===== config.mk =====
export PLATFORM = sky130hd
export DESIGN_NAME = ivd_top
export DESIGN_NICKNAME = d
export VERILOG_FILES = /design/src/rtl/ivd_pkg.sv /design/src/rtl/ivd_top.sv
export SDC_FILE = /design/constraint.sdc
export NUM_CORES = 1
export LEC_CHECK = 0
export BUFFER_PORTS_ARGS = -buffer_cell sky130_fd_sc_hd__buf_2
export CORE_UTILIZATION = 31
export DETAILED_ROUTE_END_ITERATION = 7
export HOLD_SLACK_MARGIN = 0.06
export PLACE_DENSITY_LB_ADDON = 0.3
export SYNTH_ARGS = -nofsm -noshare
export SYNTH_HDL_FRONTEND = slang
export SYNTH_SLANG_ARGS = --single-unit

===== constraint.sdc =====
create_clock -name clk_sys -period 3.7 [get_ports clk_sys]
set_input_delay 0.37 -clock clk_sys [delete_from_list [all_inputs] [get_ports clk_sys]]
set_output_delay 0.37 -clock clk_sys [all_outputs]
set_load 0.005 [all_outputs]

===== src/rtl/ivd_pkg.sv =====
package ivd_pkg;

    // ------------------------------------------------------------
    // source indices, higher index wins arbitration
    // ------------------------------------------------------------
    localparam int SRC_N = 7;
    localparam int SRC_USB = 0;
    localparam int SRC_SCI = 1;
    localparam int SRC_TIM = 2;
    localparam int SRC_EXT = 3;
    localparam int SRC_SUSP = 4;
    localparam int SRC_FLASH = 5;
    localparam int SRC_TRAP = 6;
    localparam int EXT_N = 8;

    // ------------------------------------------------------------
    // vector table, top 32 bytes, two bytes per vector
    // ------------------------------------------------------------
    localparam logic [15:0] VEC_TABLE_BASE = 16'hffe0;
    localparam int VEC_TABLE_BYTES = 32;
    localparam logic [15:0] VEC_USB = 16'hffee;
    localparam logic [15:0] VEC_SCI = 16'hfff0;
    localparam logic [15:0] VEC_TIM = 16'hfff4;
    localparam logic [15:0] VEC_EXT = 16'hfff6;
    localparam logic [15:0] VEC_SUSP = 16'hfff8;
    localparam logic [15:0] VEC_FLASH = 16'hfffa;
    localparam logic [15:0] VEC_TRAP = 16'hfffc;
    localparam logic [15:0] VEC_RESET = 16'hfffe;
    localparam logic [SRC_N-1:0][15:0] VEC_TAB = {VEC_TRAP, VEC_FLASH,
        VEC_SUSP, VEC_EXT, VEC_TIM, VEC_SCI, VEC_USB};
    // reserved slots inside the table
    localparam logic [15:0] RSV_A_LO = 16'hffe0;
    localparam logic [15:0] RSV_A_HI = 16'hffed;
    localparam logic [15:0] RSV_B_LO = 16'hfff2;
    localparam logic [15:0] RSV_B_HI = 16'hfff3;

    // ------------------------------------------------------------
    // masking and halt wakeup per source
    // ------------------------------------------------------------
    localparam logic [SRC_N-1:0] SRC_UNMASKABLE = 7'h40;
    localparam logic [SRC_N-1:0] SRC_WAKE = 7'h38;

    // ------------------------------------------------------------
    // 64 Kbyte address space
    // ------------------------------------------------------------
    localparam logic [15:0] PERIPH_BASE = 16'h0000;
    localparam logic [15:0] PERIPH_TOP = 16'h003f;
    localparam logic [15:0] RAM_TOP = 16'h017f;
    localparam logic [15:0] STACK_BASE = 16'h0100;
    localparam logic [15:0] STACK_TOP = 16'h017f;
    localparam logic [15:0] PROG_BASE = 16'he000;

    // ------------------------------------------------------------
    // dispatch sequencer
    // ------------------------------------------------------------
    typedef enum logic [1:0] {
        ST_IDLE = 2'b00,
        ST_HI = 2'b01,
        ST_LO = 2'b10,
        ST_END = 2'b11
    } ivd_state_e;

    localparam logic BOOT_RST = 1'b1;

endpackage : ivd_pkg


===== src/rtl/ivd_top.sv =====
`timescale 1ns/1ps
// Overview of operation
// - top 32 program bytes hold two-byte vectors
// - external lines share fff6, masked, wake halt
// - end of suspend at fff8, masked, wakes
// - flash start programming at fffa, masked, wakes
// - trap at fffc, never masked, no wake
// - one 64 Kbyte space for memories and registers
// - 64 peripheral bytes inside low 384 bytes
// - stack limited to 0100 through 017f
module ivd_top
    import ivd_pkg::*;
(
    input wire logic clk_sys,
    input wire logic nrst,
    // bit 0 is ext_irq_line_first, bit 7 is ext_irq_line_last
    input wire logic [EXT_N-1:0] ext_irq_line,
    input wire logic usb_evt,
    input wire logic sci_evt,
    input wire logic tim_evt,
    input wire logic susp_end_evt,
    input wire logic flash_prog_evt,
    input wire logic trap_req,
    input wire logic int_mask,
    input wire logic halt_mode,
    output logic int_req,
    input wire logic int_ack,
    output logic fetch_en,
    output logic [15:0] fetch_addr,
    input wire logic [7:0] fetch_data,
    output logic [15:0] handler_addr,
    output logic handler_valid,
    output logic wake,
    input wire logic [15:0] map_addr,
    output logic map_periph,
    output logic map_ram,
    output logic map_stack,
    output logic map_prog,
    output logic map_reserved
);

    // ------------------------------------------------------------
    // reset release
    // ------------------------------------------------------------
    logic [1:0] rst_sync_reg;
    logic rst_n;

    always_ff @(posedge clk_sys or negedge nrst) begin
        if (!nrst) begin
            rst_sync_reg <= 2'h0;
        end else begin
            rst_sync_reg <= {rst_sync_reg[0], 1'b1};
        end
    end
    assign rst_n = rst_sync_reg[1];

    // ------------------------------------------------------------
    // state
    // ------------------------------------------------------------
    typedef struct packed {
        logic [EXT_N-1:0] ext_s1;
        logic [EXT_N-1:0] ext_s2;
        logic [EXT_N-1:0] ext_s3;
        logic [SRC_N-1:0] pend;
        ivd_state_e state;
        logic boot;
        logic [15:0] vec;
        logic [7:0] hi;
        logic fetch_en;
        logic [15:0] fetch_addr;
        logic [15:0] handler;
        logic handler_valid;
        logic wake;
        logic periph;
        logic ram;
        logic stack;
        logic prog;
        logic rsv;
    } ivd_regs_s;

    ivd_regs_s st_reg;
    ivd_regs_s st_next;
    logic [SRC_N-1:0] events;
    logic [SRC_N-1:0] eligible;
    logic [SRC_N-1:0] grant;

    // ext lines are edge events seen after the synchroniser
    assign events = {trap_req, flash_prog_evt, susp_end_evt,
        |(st_reg.ext_s2 & ~st_reg.ext_s3), tim_evt, sci_evt, usb_evt};
    // masked sources drop out, trap stays eligible
    assign eligible = st_reg.pend & (int_mask ? SRC_UNMASKABLE
        : {SRC_N{1'b1}});

    always_comb begin
        grant = '0;
        for (int i = 0; i < SRC_N; i++) begin
            if (eligible[i]) begin
                grant = '0;
                grant[i] = 1'b1;
            end
        end
    end

    assign int_req = (st_reg.state == ST_IDLE) && !st_reg.boot
        && (|eligible);

    always_comb begin
        st_next = st_reg;
        st_next.ext_s1 = ext_irq_line;
        st_next.ext_s2 = st_reg.ext_s1;
        st_next.ext_s3 = st_reg.ext_s2;
        st_next.handler_valid = 1'b0;
        // a clear by grant loses to a new event in the same cycle
        if (int_ack && int_req) begin
            st_next.pend = st_reg.pend & ~grant;
        end
        st_next.pend = st_next.pend | events;
        case (st_reg.state)
            ST_IDLE: begin
                if (st_reg.boot) begin
                    st_next.boot = 1'b0;
                    st_next.vec = VEC_RESET;
                    st_next.state = ST_HI;
                    st_next.fetch_en = 1'b1;
                    st_next.fetch_addr = VEC_RESET;
                end else if (int_ack && int_req) begin
                    for (int i = 0; i < SRC_N; i++) begin
                        if (grant[i]) begin
                            st_next.vec = VEC_TAB[i];
                        end
                    end
                    st_next.state = ST_HI;
                    st_next.fetch_en = 1'b1;
                    st_next.fetch_addr = st_next.vec;
                end
            end
            ST_HI: begin
                st_next.fetch_addr = {st_reg.vec[15:1], 1'b1};
                st_next.state = ST_LO;
            end
            ST_LO: begin
                st_next.hi = fetch_data;
                st_next.fetch_en = 1'b0;
                st_next.state = ST_END;
            end
            ST_END: begin
                st_next.handler = {st_reg.hi, fetch_data};
                st_next.handler_valid = 1'b1;
                st_next.state = ST_IDLE;
            end
            default: begin
                st_next.state = ST_IDLE;
            end
        endcase
        // trap is not a wake source; masked sources cannot wake
        st_next.wake = halt_mode && (|(st_reg.pend & SRC_WAKE))
            && !int_mask;
        // address classification, registered for the core
        st_next.periph = map_addr <= PERIPH_TOP;
        st_next.ram = (map_addr > PERIPH_TOP) && (map_addr <= RAM_TOP);
        st_next.stack = (map_addr >= STACK_BASE)
            && (map_addr <= STACK_TOP);
        st_next.prog = map_addr >= PROG_BASE;
        // reserved slots and holes flagged; behaviour there is undefined
        st_next.rsv = ((map_addr >= RSV_A_LO) && (map_addr <= RSV_A_HI))
            || ((map_addr >= RSV_B_LO) && (map_addr <= RSV_B_HI))
            || ((map_addr > RAM_TOP) && (map_addr < PROG_BASE));
    end

    always_ff @(posedge clk_sys or negedge rst_n) begin
        if (!rst_n) begin
            st_reg <= '0;
            st_reg.boot <= BOOT_RST;
            st_reg.state <= ST_IDLE;
        end else begin
            st_reg <= st_next;
        end
    end

    assign fetch_en = st_reg.fetch_en;
    assign fetch_addr = st_reg.fetch_addr;
    assign handler_addr = st_reg.handler;
    assign handler_valid = st_reg.handler_valid;
    assign wake = st_reg.wake;
    assign map_periph = st_reg.periph;
    assign map_ram = st_reg.ram;
    assign map_stack = st_reg.stack;
    assign map_prog = st_reg.prog;
    assign map_reserved = st_reg.rsv;
endmodule : ivd_top


==> results of run 1 <==
==> synth_stat cells, types with 5 or more instances <==
cell type,n,area share (%)
inv_1,19,1.7
nand3_1,16,1.9
o21ai_0,19,2.3
mux2_2,24,6.5
clkbuf_1,6,0.54
o211ai_1,6,1.1
nor2_1,23,2.1
buf_4,36,6.5
nor3_1,5,0.60
nand2b_1,15,2.3
dfrtp_1,98,59
a21oi_1,8,0.97
==> cell usage in the layout (no fill, tap or decap), drive strengths merged, types with 8 or more instances in the layout <==
cell,netlist,routed
inv,19,23
clkbuf,6,9
a21oi,8,8
buf,41,87
nand2b,15,15
mux2,24,24
nor2,23,23
o21ai,19,19
dfrtp,98,98
nand3,16,16
==> worst max path at each step <==
stage,from,to,slack [ns],cells past startpoint
2_1_floorplan,rst_sync_reg[1],fetch_addr[0],0.74,0
3_3_place_gp,st_reg[65],fetch_addr[13],1.48,7
3_5_place_dp,st_reg[65],fetch_addr[9],1.41,7
4_1_cts,st_reg[65],fetch_addr[9],1.38,7
5_1_grt,st_reg[65],fetch_addr[10],1.17,7
6_report,st_reg[65],fetch_addr[9],1.43,7
==> layer usage <==
metal / routed length, µm / up-vias / track usage [%]
met5: 0 / - / 0
met4: 157 / 0 / 5.37
met3: 483 / 13 / 4.02
met2: 3590 / 80 / 18.8
met1: 3400 / 1251 / 14.8
li1: - / 1277 / -
==> critical path: stages (launching register included) <==
cell	delay [ns]
dfrtp_1	0.41
inv_1	0.11
ha_1	0.42
nand2b_1	0.14
o22ai_1	0.15
buf_4	0.24
and2_1	0.48
o21ai_0	0.17
==> final cells by class <==
| class | count | area (µm²) |
|---|---|---|
| fill | 1280 | 8010 |
| sequential | 99 | 2480 |
| clock buffer | 9 | 225 |
| tap | 172 | 215 |
| timing repair buffer | 88 | 458 |
| multi-input combinational | 181 | 1260 |
| inverter | 19 | 71.3 |
| clock inverter | 7 | 98.8 |
==> timing repair <==
item | 4_1_cts | 5_1_grt
hold buffers | 1 | 0
hold endpoints to repair | 2 | 0
setup endpoints to repair | 0 | 0
gates resized for setup | 0 | 0
==> logic make-up (layout without fill, tap and decap cells) <==
kind of cell	count (synthesis)	in the layout	synth area share, %
DFF	99	99	59.7
and+or+nand+nor	86	86	11.2
buffers and inverters	66	123	9.80
AOI/OAI and AO/OA	64	64	10.9
muxes	26	26	7.00
adders and majority gates	4	4	1.21
other	1	1	0.0904
==> through the flow <==
stage          hold WS [ns]  utilization, %
2_1_floorplan        0.0744               -
3_3_place_gp          0.155            34.9
3_5_place_dp          0.156            34.9
5_1_grt              0.0931            37.5
4_1_cts              0.0990            37.5
6_report              0.121            37.5
==> power groups by stage <==
stage	clock network (W)	logic, W	registers, W
2_1_floorplan	0	0.000944	0.00150
3_3_place_gp	0	0.00105	0.00153
3_5_place_dp	0	0.00108	0.00154
4_1_cts	0.00102	0.00108	0.00152
5_1_grt	0.00105	0.00118	0.00156
6_report	0.000977	0.00105	0.00151
==> impl_results.md, run 1 <==
- Layout cells sized above 1: 33.7%
- Reg-to-Reg End: fetch_addr[9]
- Data required, critical path: 3.91 ns
- CTS Buf Count: 9
- YS warnings: 0
- Number of synthesized flops with an enable pin: 0
- Worst slew margin: 43.7%
- Root Driver: clkbuf_16
- Leak Pwr: 2.11 nW
- CTS sink cnt: 99
- Hold depth: 1
- Fin crit period: 2.27 ns
- Antenna violations before repair: 0
- Placed cell area: 4480 µm²
- Max Buffers Root-to-Sink: 2
- Hold Crit Endpoint: st_next[87]
- Pre-antenna DRT Iters: 4
- Yosys reg bits: 99
- Cells on worst reg2reg path: 7
- Vias in the first global route: 2618
- First-pass GRT wire length: 13000 µm
- Fmax: 441 MHz
- Unrepaired setup endpoints after global routing: false
- Clock Skews: 0.00668 ns
- Maxcap violations: 0
- Power, Total: 0.00354 W
- Setup TNS: 0 ns
- P_int: 0.00237 W
- Die Y-Extent: 118 µm
- Final hold vios: 0
- Core area: 12800 µm²
- Setup Crit Path Kind: flop to flop
- # DRC: 0
- Worst Tran Pin Value: 0.844 ns
- Top_reg_cell synth: dfrtp_1
- Antenna Nets Post-Route: 0
- Max-slew violations: 0
- Placed cells: 558
- Hpwl dp: 5280 µm
- Place WS: 1.41 ns
- Fin cells: 575
- Crit. End Element: flop
- Fin nets: 445
- RR Startpoint: st_reg[65]
- Detailed Route Iter0 Violations: 89
- Via/cell ratio: 4.56
- Vias after detailed routing: 2621
- Comb pwr share: 29.7%
- Initial cell density of the core: 32.4%
- Clk pwr share: 27.6%
- GRT Residual Overflow: 0
- Outcome: finished, final reports clean
- GRT Util Overall: 11.9%
- FFs w/ async S/R, synth: 100%
- Wire per inst: 13.3 µm
- Reg2Reg Setup Slack: 1.43 ns
- Psw: 0.00117 W
- Post-Syn Area per Cell: 12.0 µm²
- Max FFs per register: 41
- Pwr/cell area: 736 nW/µm²
- # IOs: 84
- Clk slew on worst S/H paths: 0.08 ns
- Max FO, Critical Path: 17
- Worst Hold Launch: ext_irq_line[5]
- Finished Cell Area: 4810 µm²
- Peak supply drop: 350 µV
- Area delta synth->final: 16.0%
- Post-Syn Instances: 346
- N_diodes: 0
- Flop pwr share: 42.7%
- Syn nets: 393
- Total wire length: 7630 µm
- Die W: 118 µm
- Path type of the worst min-delay path: primary input to flop
- CP arrival: 2.48 ns
- Share of the yosys chip area belonging to registers: 59.7%
- CTS tree: yes
- Row count: 41
- Post-Syn Area: 4150 µm²
- Post-CTS Setup Repair Bufs: 0
- Full die area: 13900 µm²
- Port buffer count: 82
- Sw Share: 33.0%
- Final setup fails: 0
- Pin count of the biggest net entering global routing: 63
- Yosys cell types: 54
- Gpl congestion: 0.855
- H-tree depth: 3
- Critical Path Start Type: flop
- Worst setup margin: 1.43 ns
- Clock Latency Late Sink: 0.35 ns
- Crit share post-route: 61.3%
No activity file was read; power rests on OpenSTA's default activity.
==> run 2, diff against run 1 <==
==> constraint.sdc (replaced) <==
create_clock -name clk_sys -period 2.02 [get_ports clk_sys]
set_input_delay 0.202 -clock clk_sys [delete_from_list [all_inputs] [get_ports clk_sys]]
set_output_delay 0.202 -clock clk_sys [all_outputs]
set_load 0.005 [all_outputs]
==> impl_results.md, run 2 (synthesis gave the netlist of run 1 again) <==
- Row count: 41 (unchanged)
- Clock Skews: 0.00669 ns (+0.00000741 ns)
- Die W: 118 µm (unchanged)
- CTS tree: yes
- Sw Share: 31.6% (-1.4 points)
- Vias in the first global route: 2843 (+8.6%)
- RR Startpoint: st_reg[73]
- Placed cells: 570 (+2.2%)
- Unrepaired setup endpoints after global routing: false
- Crit share post-route: 94.4% (+33 points)
- Worst Hold Launch: map_addr[8]
- Antenna violations before repair: 0 (unchanged)
- Clk slew on worst S/H paths: 0.07 ns (about the same)
- Max-slew violations: 0 (unchanged)
- CP arrival: 2.17 ns (-0.31 ns)
- Final hold vios: 0 (unchanged)
- Post-Route Utilization: 39.1% (+1.6 points)
- Die Y-Extent: 118 µm (unchanged)
- Gpl congestion: 0.879 (+2.8%)
- Clock Latency Late Sink: 0.34 ns (about the same)
- Max Buffers Root-to-Sink: 2 (unchanged)
- # IOs: 84 (unchanged)
- Fmax: 524 MHz (+19%)
- Clk pwr share: 24.9% (-2.7 points)
- GRT Util Overall: 12.3% (+0.40 points)
- Critical Path Start Type: flop
- Final setup fails: 0 (unchanged)
- CTS Buf Count: 9 (unchanged)
- Port buffer count: 82 (unchanged)
- Placed cell area: 4580 µm² (+2.3%)
- Max FFs per register: 41 (unchanged)
- Detailed Route Iter0 Violations: 107 (+20%)
- # DRC: 0 (unchanged)
- Vias after detailed routing: 2787 (+6.3%)
- GRT Residual Overflow: 0 (unchanged)
- Comb pwr share: 32.6% (+2.9 points)
- Post-CTS Setup Repair Bufs: 0 (unchanged)
- Root Driver: clkbuf_16
- CTS sink cnt: 99 (unchanged)
- H-tree depth: 3 (unchanged)
- First-pass GRT wire length: 13500 µm (+3.6%)
- Most frequent cells in the layout: dfrtp_1, buf_2, mux2_2
- Finished Cell Area: 5020 µm² (+4.2%)
- Area delta synth->final: 20.9%
- Outcome: finished, final reports clean
- Data required, critical path: 2.29 ns (-1.62 ns)
- Setup Crit Path Kind: flop to flop
- Fin cells: 601 (+4.5%)
- Crit. End Element: flop
- P_int: 0.00440 W (+85%)
- Psw: 0.00203 W (+73%)
- Maxcap violations: 0 (unchanged)
- Pin count of the biggest net entering global routing: 92 (+46%)
- Hpwl dp: 5390 µm (+2.0%)
- Fin nets: 471 (+5.8%)
- Antenna Nets Post-Route: 0 (unchanged)
- Worst Tran Pin Value: 0.664 ns (-0.179 ns)
- Full die area: 13900 µm² (unchanged)
- Pwr/cell area: 1280 nW/µm² (+74%)
- Total wire length: 7770 µm (+1.8%)
- Pre-antenna DRT Iters: 5 (+1)
- Path type of the worst min-delay path: primary input to flop
- Via/cell ratio: 4.64 (+1.7%)
- CP Launch Point: st_reg[73]
- Layout cells sized above 1: 34.3% (+0.52 points)
- Worst slew margin: 55.6% (+12 points)
- Peak supply drop: 501 µV (+43%)
- Fin crit period: 1.91 ns (-0.361 ns)
- N_diodes: 0 (unchanged)
- Core area: 12800 µm² (unchanged)
- Max FO, Critical Path: 6 (-11)
- Number of fill cells: 1292 (+0.94%)
- Flop pwr share: 42.5% (-0.2 points)
- Leak Pwr: 2.22 nW (+5.2%)
- Wire per inst: 12.9 µm (-2.6%)
- Initial cell density of the core: 32.4% (unchanged)
- Most common cell after layout, fill and taps aside: dfrtp_1
- Setup TNS: 0 ns (unchanged)
-- run 2: cell types whose count changed in the layout (fill, tap and decap cells not counted), moves of 2 or more --
cell           previous run  this run
buf_4                     5        16
clkinv_8                  3         0
clkinvlp_4                0         2
dlygate4sd3_1             1        15
inv_6                     0         3
inv_8                     3         0
-- run 2: worst paths after layout --
check	to	slack, ns	depth (start not counted)
setup / recovery	fetch_addr[1]	0.11	4
hold / removal	map_ram	0.09	2
setup reg to reg	fetch_addr[1]	0.11	4
hold reg to reg	st_next[79]	0.13	0
max in group asynchronous	st_reg[45]	1.21	1
min in group asynchronous	st_next[79]	0.13	0
-- run 2: timing repair --
item,4_1_cts,5_1_grt
resized for setup,0,2
hold buffers,15,0
endpoints found under the hold margin,16,0
setup endpoints to repair,0,3
-- run 2: per-stage QoR --
stage          power (W)  hold WS [ns]  setup slack, ns
3_5_place_dp     0.00488      -0.00923            0.129
2_1_floorplan    0.00447       -0.0936            0.192
6_report         0.00642        0.0859            0.112
4_1_cts          0.00656        0.0686            0.110
5_1_grt          0.00692        0.0776           0.0421
3_3_place_gp     0.00483       -0.0123            0.140
-- run 2: critical path: stages (launching register included) --
cell	delay, ns
dfrtp_1	0.38
or4_1	0.64
o31a_1	0.29
o311a_1	0.34
o221ai_2	0.18
-- run 2: layout make-up --
type	count	area, µm²	share of cell area, %
Tap cell	172	215	4.29
Inverter	19	71.3	1.42
Clock inverter	6	46.3	0.923
Timing Repair Buffer	114	701	14.0
Sequential cell	99	2480	49.5
Clock buffer	10	229	4.56
Multi-Input combinational cell	181	1270	25.3
-- run 2: metal layers --
| metal | vias up | global-route usage [%] | share of wire (%) | routed length [µm] |
|---|---|---|---|---|
| met4 | 0 | 6.73 | 3.0 | 234 |
| met3 | 18 | 3.49 | 5.6 | 435 |
| met2 | 91 | 19.1 | 46 | 3550 |
| met5 | - | 0 | 0 | 0 |
| met1 | 1354 | 15.6 | 46 | 3550 |
| li1 | 1324 | - | - | - |
-- run 2: power groups by stage --
stage | sequential, W | combinational [W] | clock (W)
finish | 0.00273 | 0.00209 | 0.00160
global route | 0.00281 | 0.00235 | 0.00176
CTS | 0.00274 | 0.00214 | 0.00168
detailed placement | 0.00278 | 0.00211 | 0
global placement | 0.00275 | 0.00208 | 0
floorplan | 0.00274 | 0.00173 | 0
==> run 3, diff against run 2 <==
--- a/config.mk
+++ b/config.mk
@@ -6,7 +6,7 @@
 export NUM_CORES = 1
 export LEC_CHECK = 0
 export BUFFER_PORTS_ARGS = -buffer_cell sky130_fd_sc_hd__buf_2
-export CORE_UTILIZATION = 31
+export CORE_UTILIZATION = 49
 export DETAILED_ROUTE_END_ITERATION = 7
 export HOLD_SLACK_MARGIN = 0.06
 export PLACE_DENSITY_LB_ADDON = 0.3
==> impl_results.md, run 3 (synthesis gave the netlist of run 1 again) <==
- Outcome: finished, final reports clean
- Via/cell ratio: 5.16 (+11%)
- Path type of the worst min-delay path: primary input to flop
- Core area: 8220 µm² (-36%)
- Vias in the first global route: 2790 (-1.9%)
- Post-Route Utilization: 59.3% (+20 points)
- Area delta synth->final: 17.3%
- Critical path cell sequence: buf_4, nor3_2, a21oi_1, buf_4, nor2_1, nor2_1, buf_2
- Final hold vios: 0 (unchanged)
- Clk slew on worst S/H paths: 0.10 ns (+0.03 ns)
- Worst setup margin: 0.129 ns (+0.0171 ns)
- First-pass GRT wire length: 13300 µm (-1.5%)
- Slowest CP cell: dfrtp_1
- CP arrival: 1.69 ns (-0.48 ns)
- CTS tree: yes
- Placed cell area: 4510 µm² (-1.7%)
- Final setup fails: 0 (unchanged)
- # DRC: 0 (unchanged)
- Crit share post-route: 93.6% (-0.85 points)
- Critical Path Start Type: flop
- N_diodes: 0 (unchanged)
- Gpl congestion: 0.869 (-1.1%)
- Die Y-Extent: 94.0 µm (-20%)
- Power, Total: 0.00597 W (-7.0%)
- Antenna Nets Post-Route: 0 (unchanged)
- Finished Cell Area: 4870 µm² (-2.9%)
- Post-CTS Setup Repair Bufs: 0 (unchanged)
- Pre-antenna DRT Iters: 4 (-1)
- Clock Latency Late Sink: 0.35 ns (about the same)
- Fmax: 529 MHz (+0.91%)
- Max FFs per register: 41 (unchanged)
- Worst Tran Pin Value: 0.613 ns (-0.0517 ns)
- H-tree depth: 3 (unchanged)
- Setup Crit Path Kind: flop to primary output
- Peak supply drop: 721 µV (+44%)
- Max FO, Critical Path: 6 (unchanged)
- Unrepaired setup endpoints after global routing: false
- Fin nets: 473 (+0.42%)
- GRT Residual Overflow: 0 (unchanged)
- Full die area: 8840 µm² (-36%)
- Root Driver: clkbuf_8
- Worst slew margin: 59.1% (+3.5 points)
- Die W: 94.0 µm (-20%)
- Pwr/cell area: 1230 nW/µm² (-4.2%)
- Crit. End Element: primary output
- Max-slew violations: 0 (unchanged)
- Wire per inst: 14.3 µm (+11%)
- Detailed Route Iter0 Violations: 76 (-29%)
- Most common cell after layout, fill and taps aside: dfrtp_1
- Most frequent cells in the layout: dfrtp_1, buf_2, mux2_2
- Total wire length: 7690 µm (-1.0%)
- CTS Buf Count: 9 (unchanged)
- Clock Skews: 0.00792 ns (+0.00123 ns)
- Layout cells sized above 1: 35.3% (+1.0 points)
- Leak Pwr: 2.19 nW (-1.0%)
- Setup TNS: 0 ns (unchanged)
- Row count: 33 (-20%)
- # IOs: 84 (unchanged)
- Data required, critical path: 1.82 ns (-0.47 ns)
- Max Buffers Root-to-Sink: 2 (unchanged)
- Port buffer count: 82 (unchanged)
- GRT Util Overall: 19.7% (+7.3 points)
- Hpwl dp: 5350 µm (-0.70%)
- Antenna violations before repair: 0 (unchanged)
- Worst path max stage delay: 0.45 ns (-0.19 ns)
- Pin count of the biggest net entering global routing: 36 (-61%)
- Maxcap violations: 0 (unchanged)
- Place WS: 0.102 ns (-0.0272 ns)
- Vias after detailed routing: 2766 (-0.75%)
- CTS sink cnt: 99 (unchanged)
- Initial cell density of the core: 50.5% (+18 points)
- Fin crit period: 1.89 ns (-0.0171 ns)
[run 3: critical path, delay by kind of cell (launching register included)]
family	cells	cell delay (ns)
flip-flops	1	0.45
AO/OA/AOI/OAI	1	0.11
AND/OR/NAND/NOR	3	0.31
buffers and inverters	3	0.46
[run 3: report_power, final]
group | total (W) | internal (W) | switching [W]
Combinational | 0.00205 | 0.00104 | 0.00102
Clock | 0.00118 | 0.000471 | 0.000713
Sequential | 0.00274 | 0.00249 | 0.000245
[run 3: layout make-up]
type | count | area, µm²
flip-flops and latches | 99 | 2480
repair buffers | 116 | 718
fillers | 715 | 3350
clock inverters | 7 | 56.3
clock buffers | 9 | 124
multi-input cells | 181 | 1280
well taps | 105 | 131
inverters | 19 | 71.3
[run 3: worst paths after layout]
path | startpoint | to | slack (ns) | cells after the start
worst max-delay path | st_reg[71] | int_req | 0.13 | 7
worst min-delay path | fetch_data[7] | handler_addr[7] | 0.08 | 2
worst max register to register | st_reg[71] | fetch_addr[4] | 0.16 | 5
worst min register to register | rst_sync_reg[1] | st_next[79] | 0.25 | 0
max in group asynchronous | rst_sync_reg[1] | st_reg[52] | 1.15 | 1
min in group asynchronous | nrst | rst_sync_reg[1] | 0.14 | 2
[run 3: metrics by stage]
stage	hold slack, ns	instances
6_report	0.0831	536
5_1_grt	0.0656	536
4_1_cts	0.0633	536
3_5_place_dp	-0.0120	504
3_3_place_gp	-0.0132	504
2_1_floorplan	-0.0936	346
[run 3: timing repair]
| action | 4_1_cts | 5_1_grt |
|---|---|---|
| endpoints found under the setup margin | 0 | 4 |
| hold buffers | 16 | 0 |
| hold endpoints to repair | 17 | 0 |
| gates resized for setup | 0 | 4 |
[run 3: layer usage]
layer | part of all wire (%) | wire (µm) | GRT usage, %
met5 | 0 | 0 | 0
met4 | 2.4 | 186 | 9.36
met3 | 4.7 | 358 | 4.29
met2 | 48 | 3720 | 31.1
met1 | 45 | 3430 | 25.8
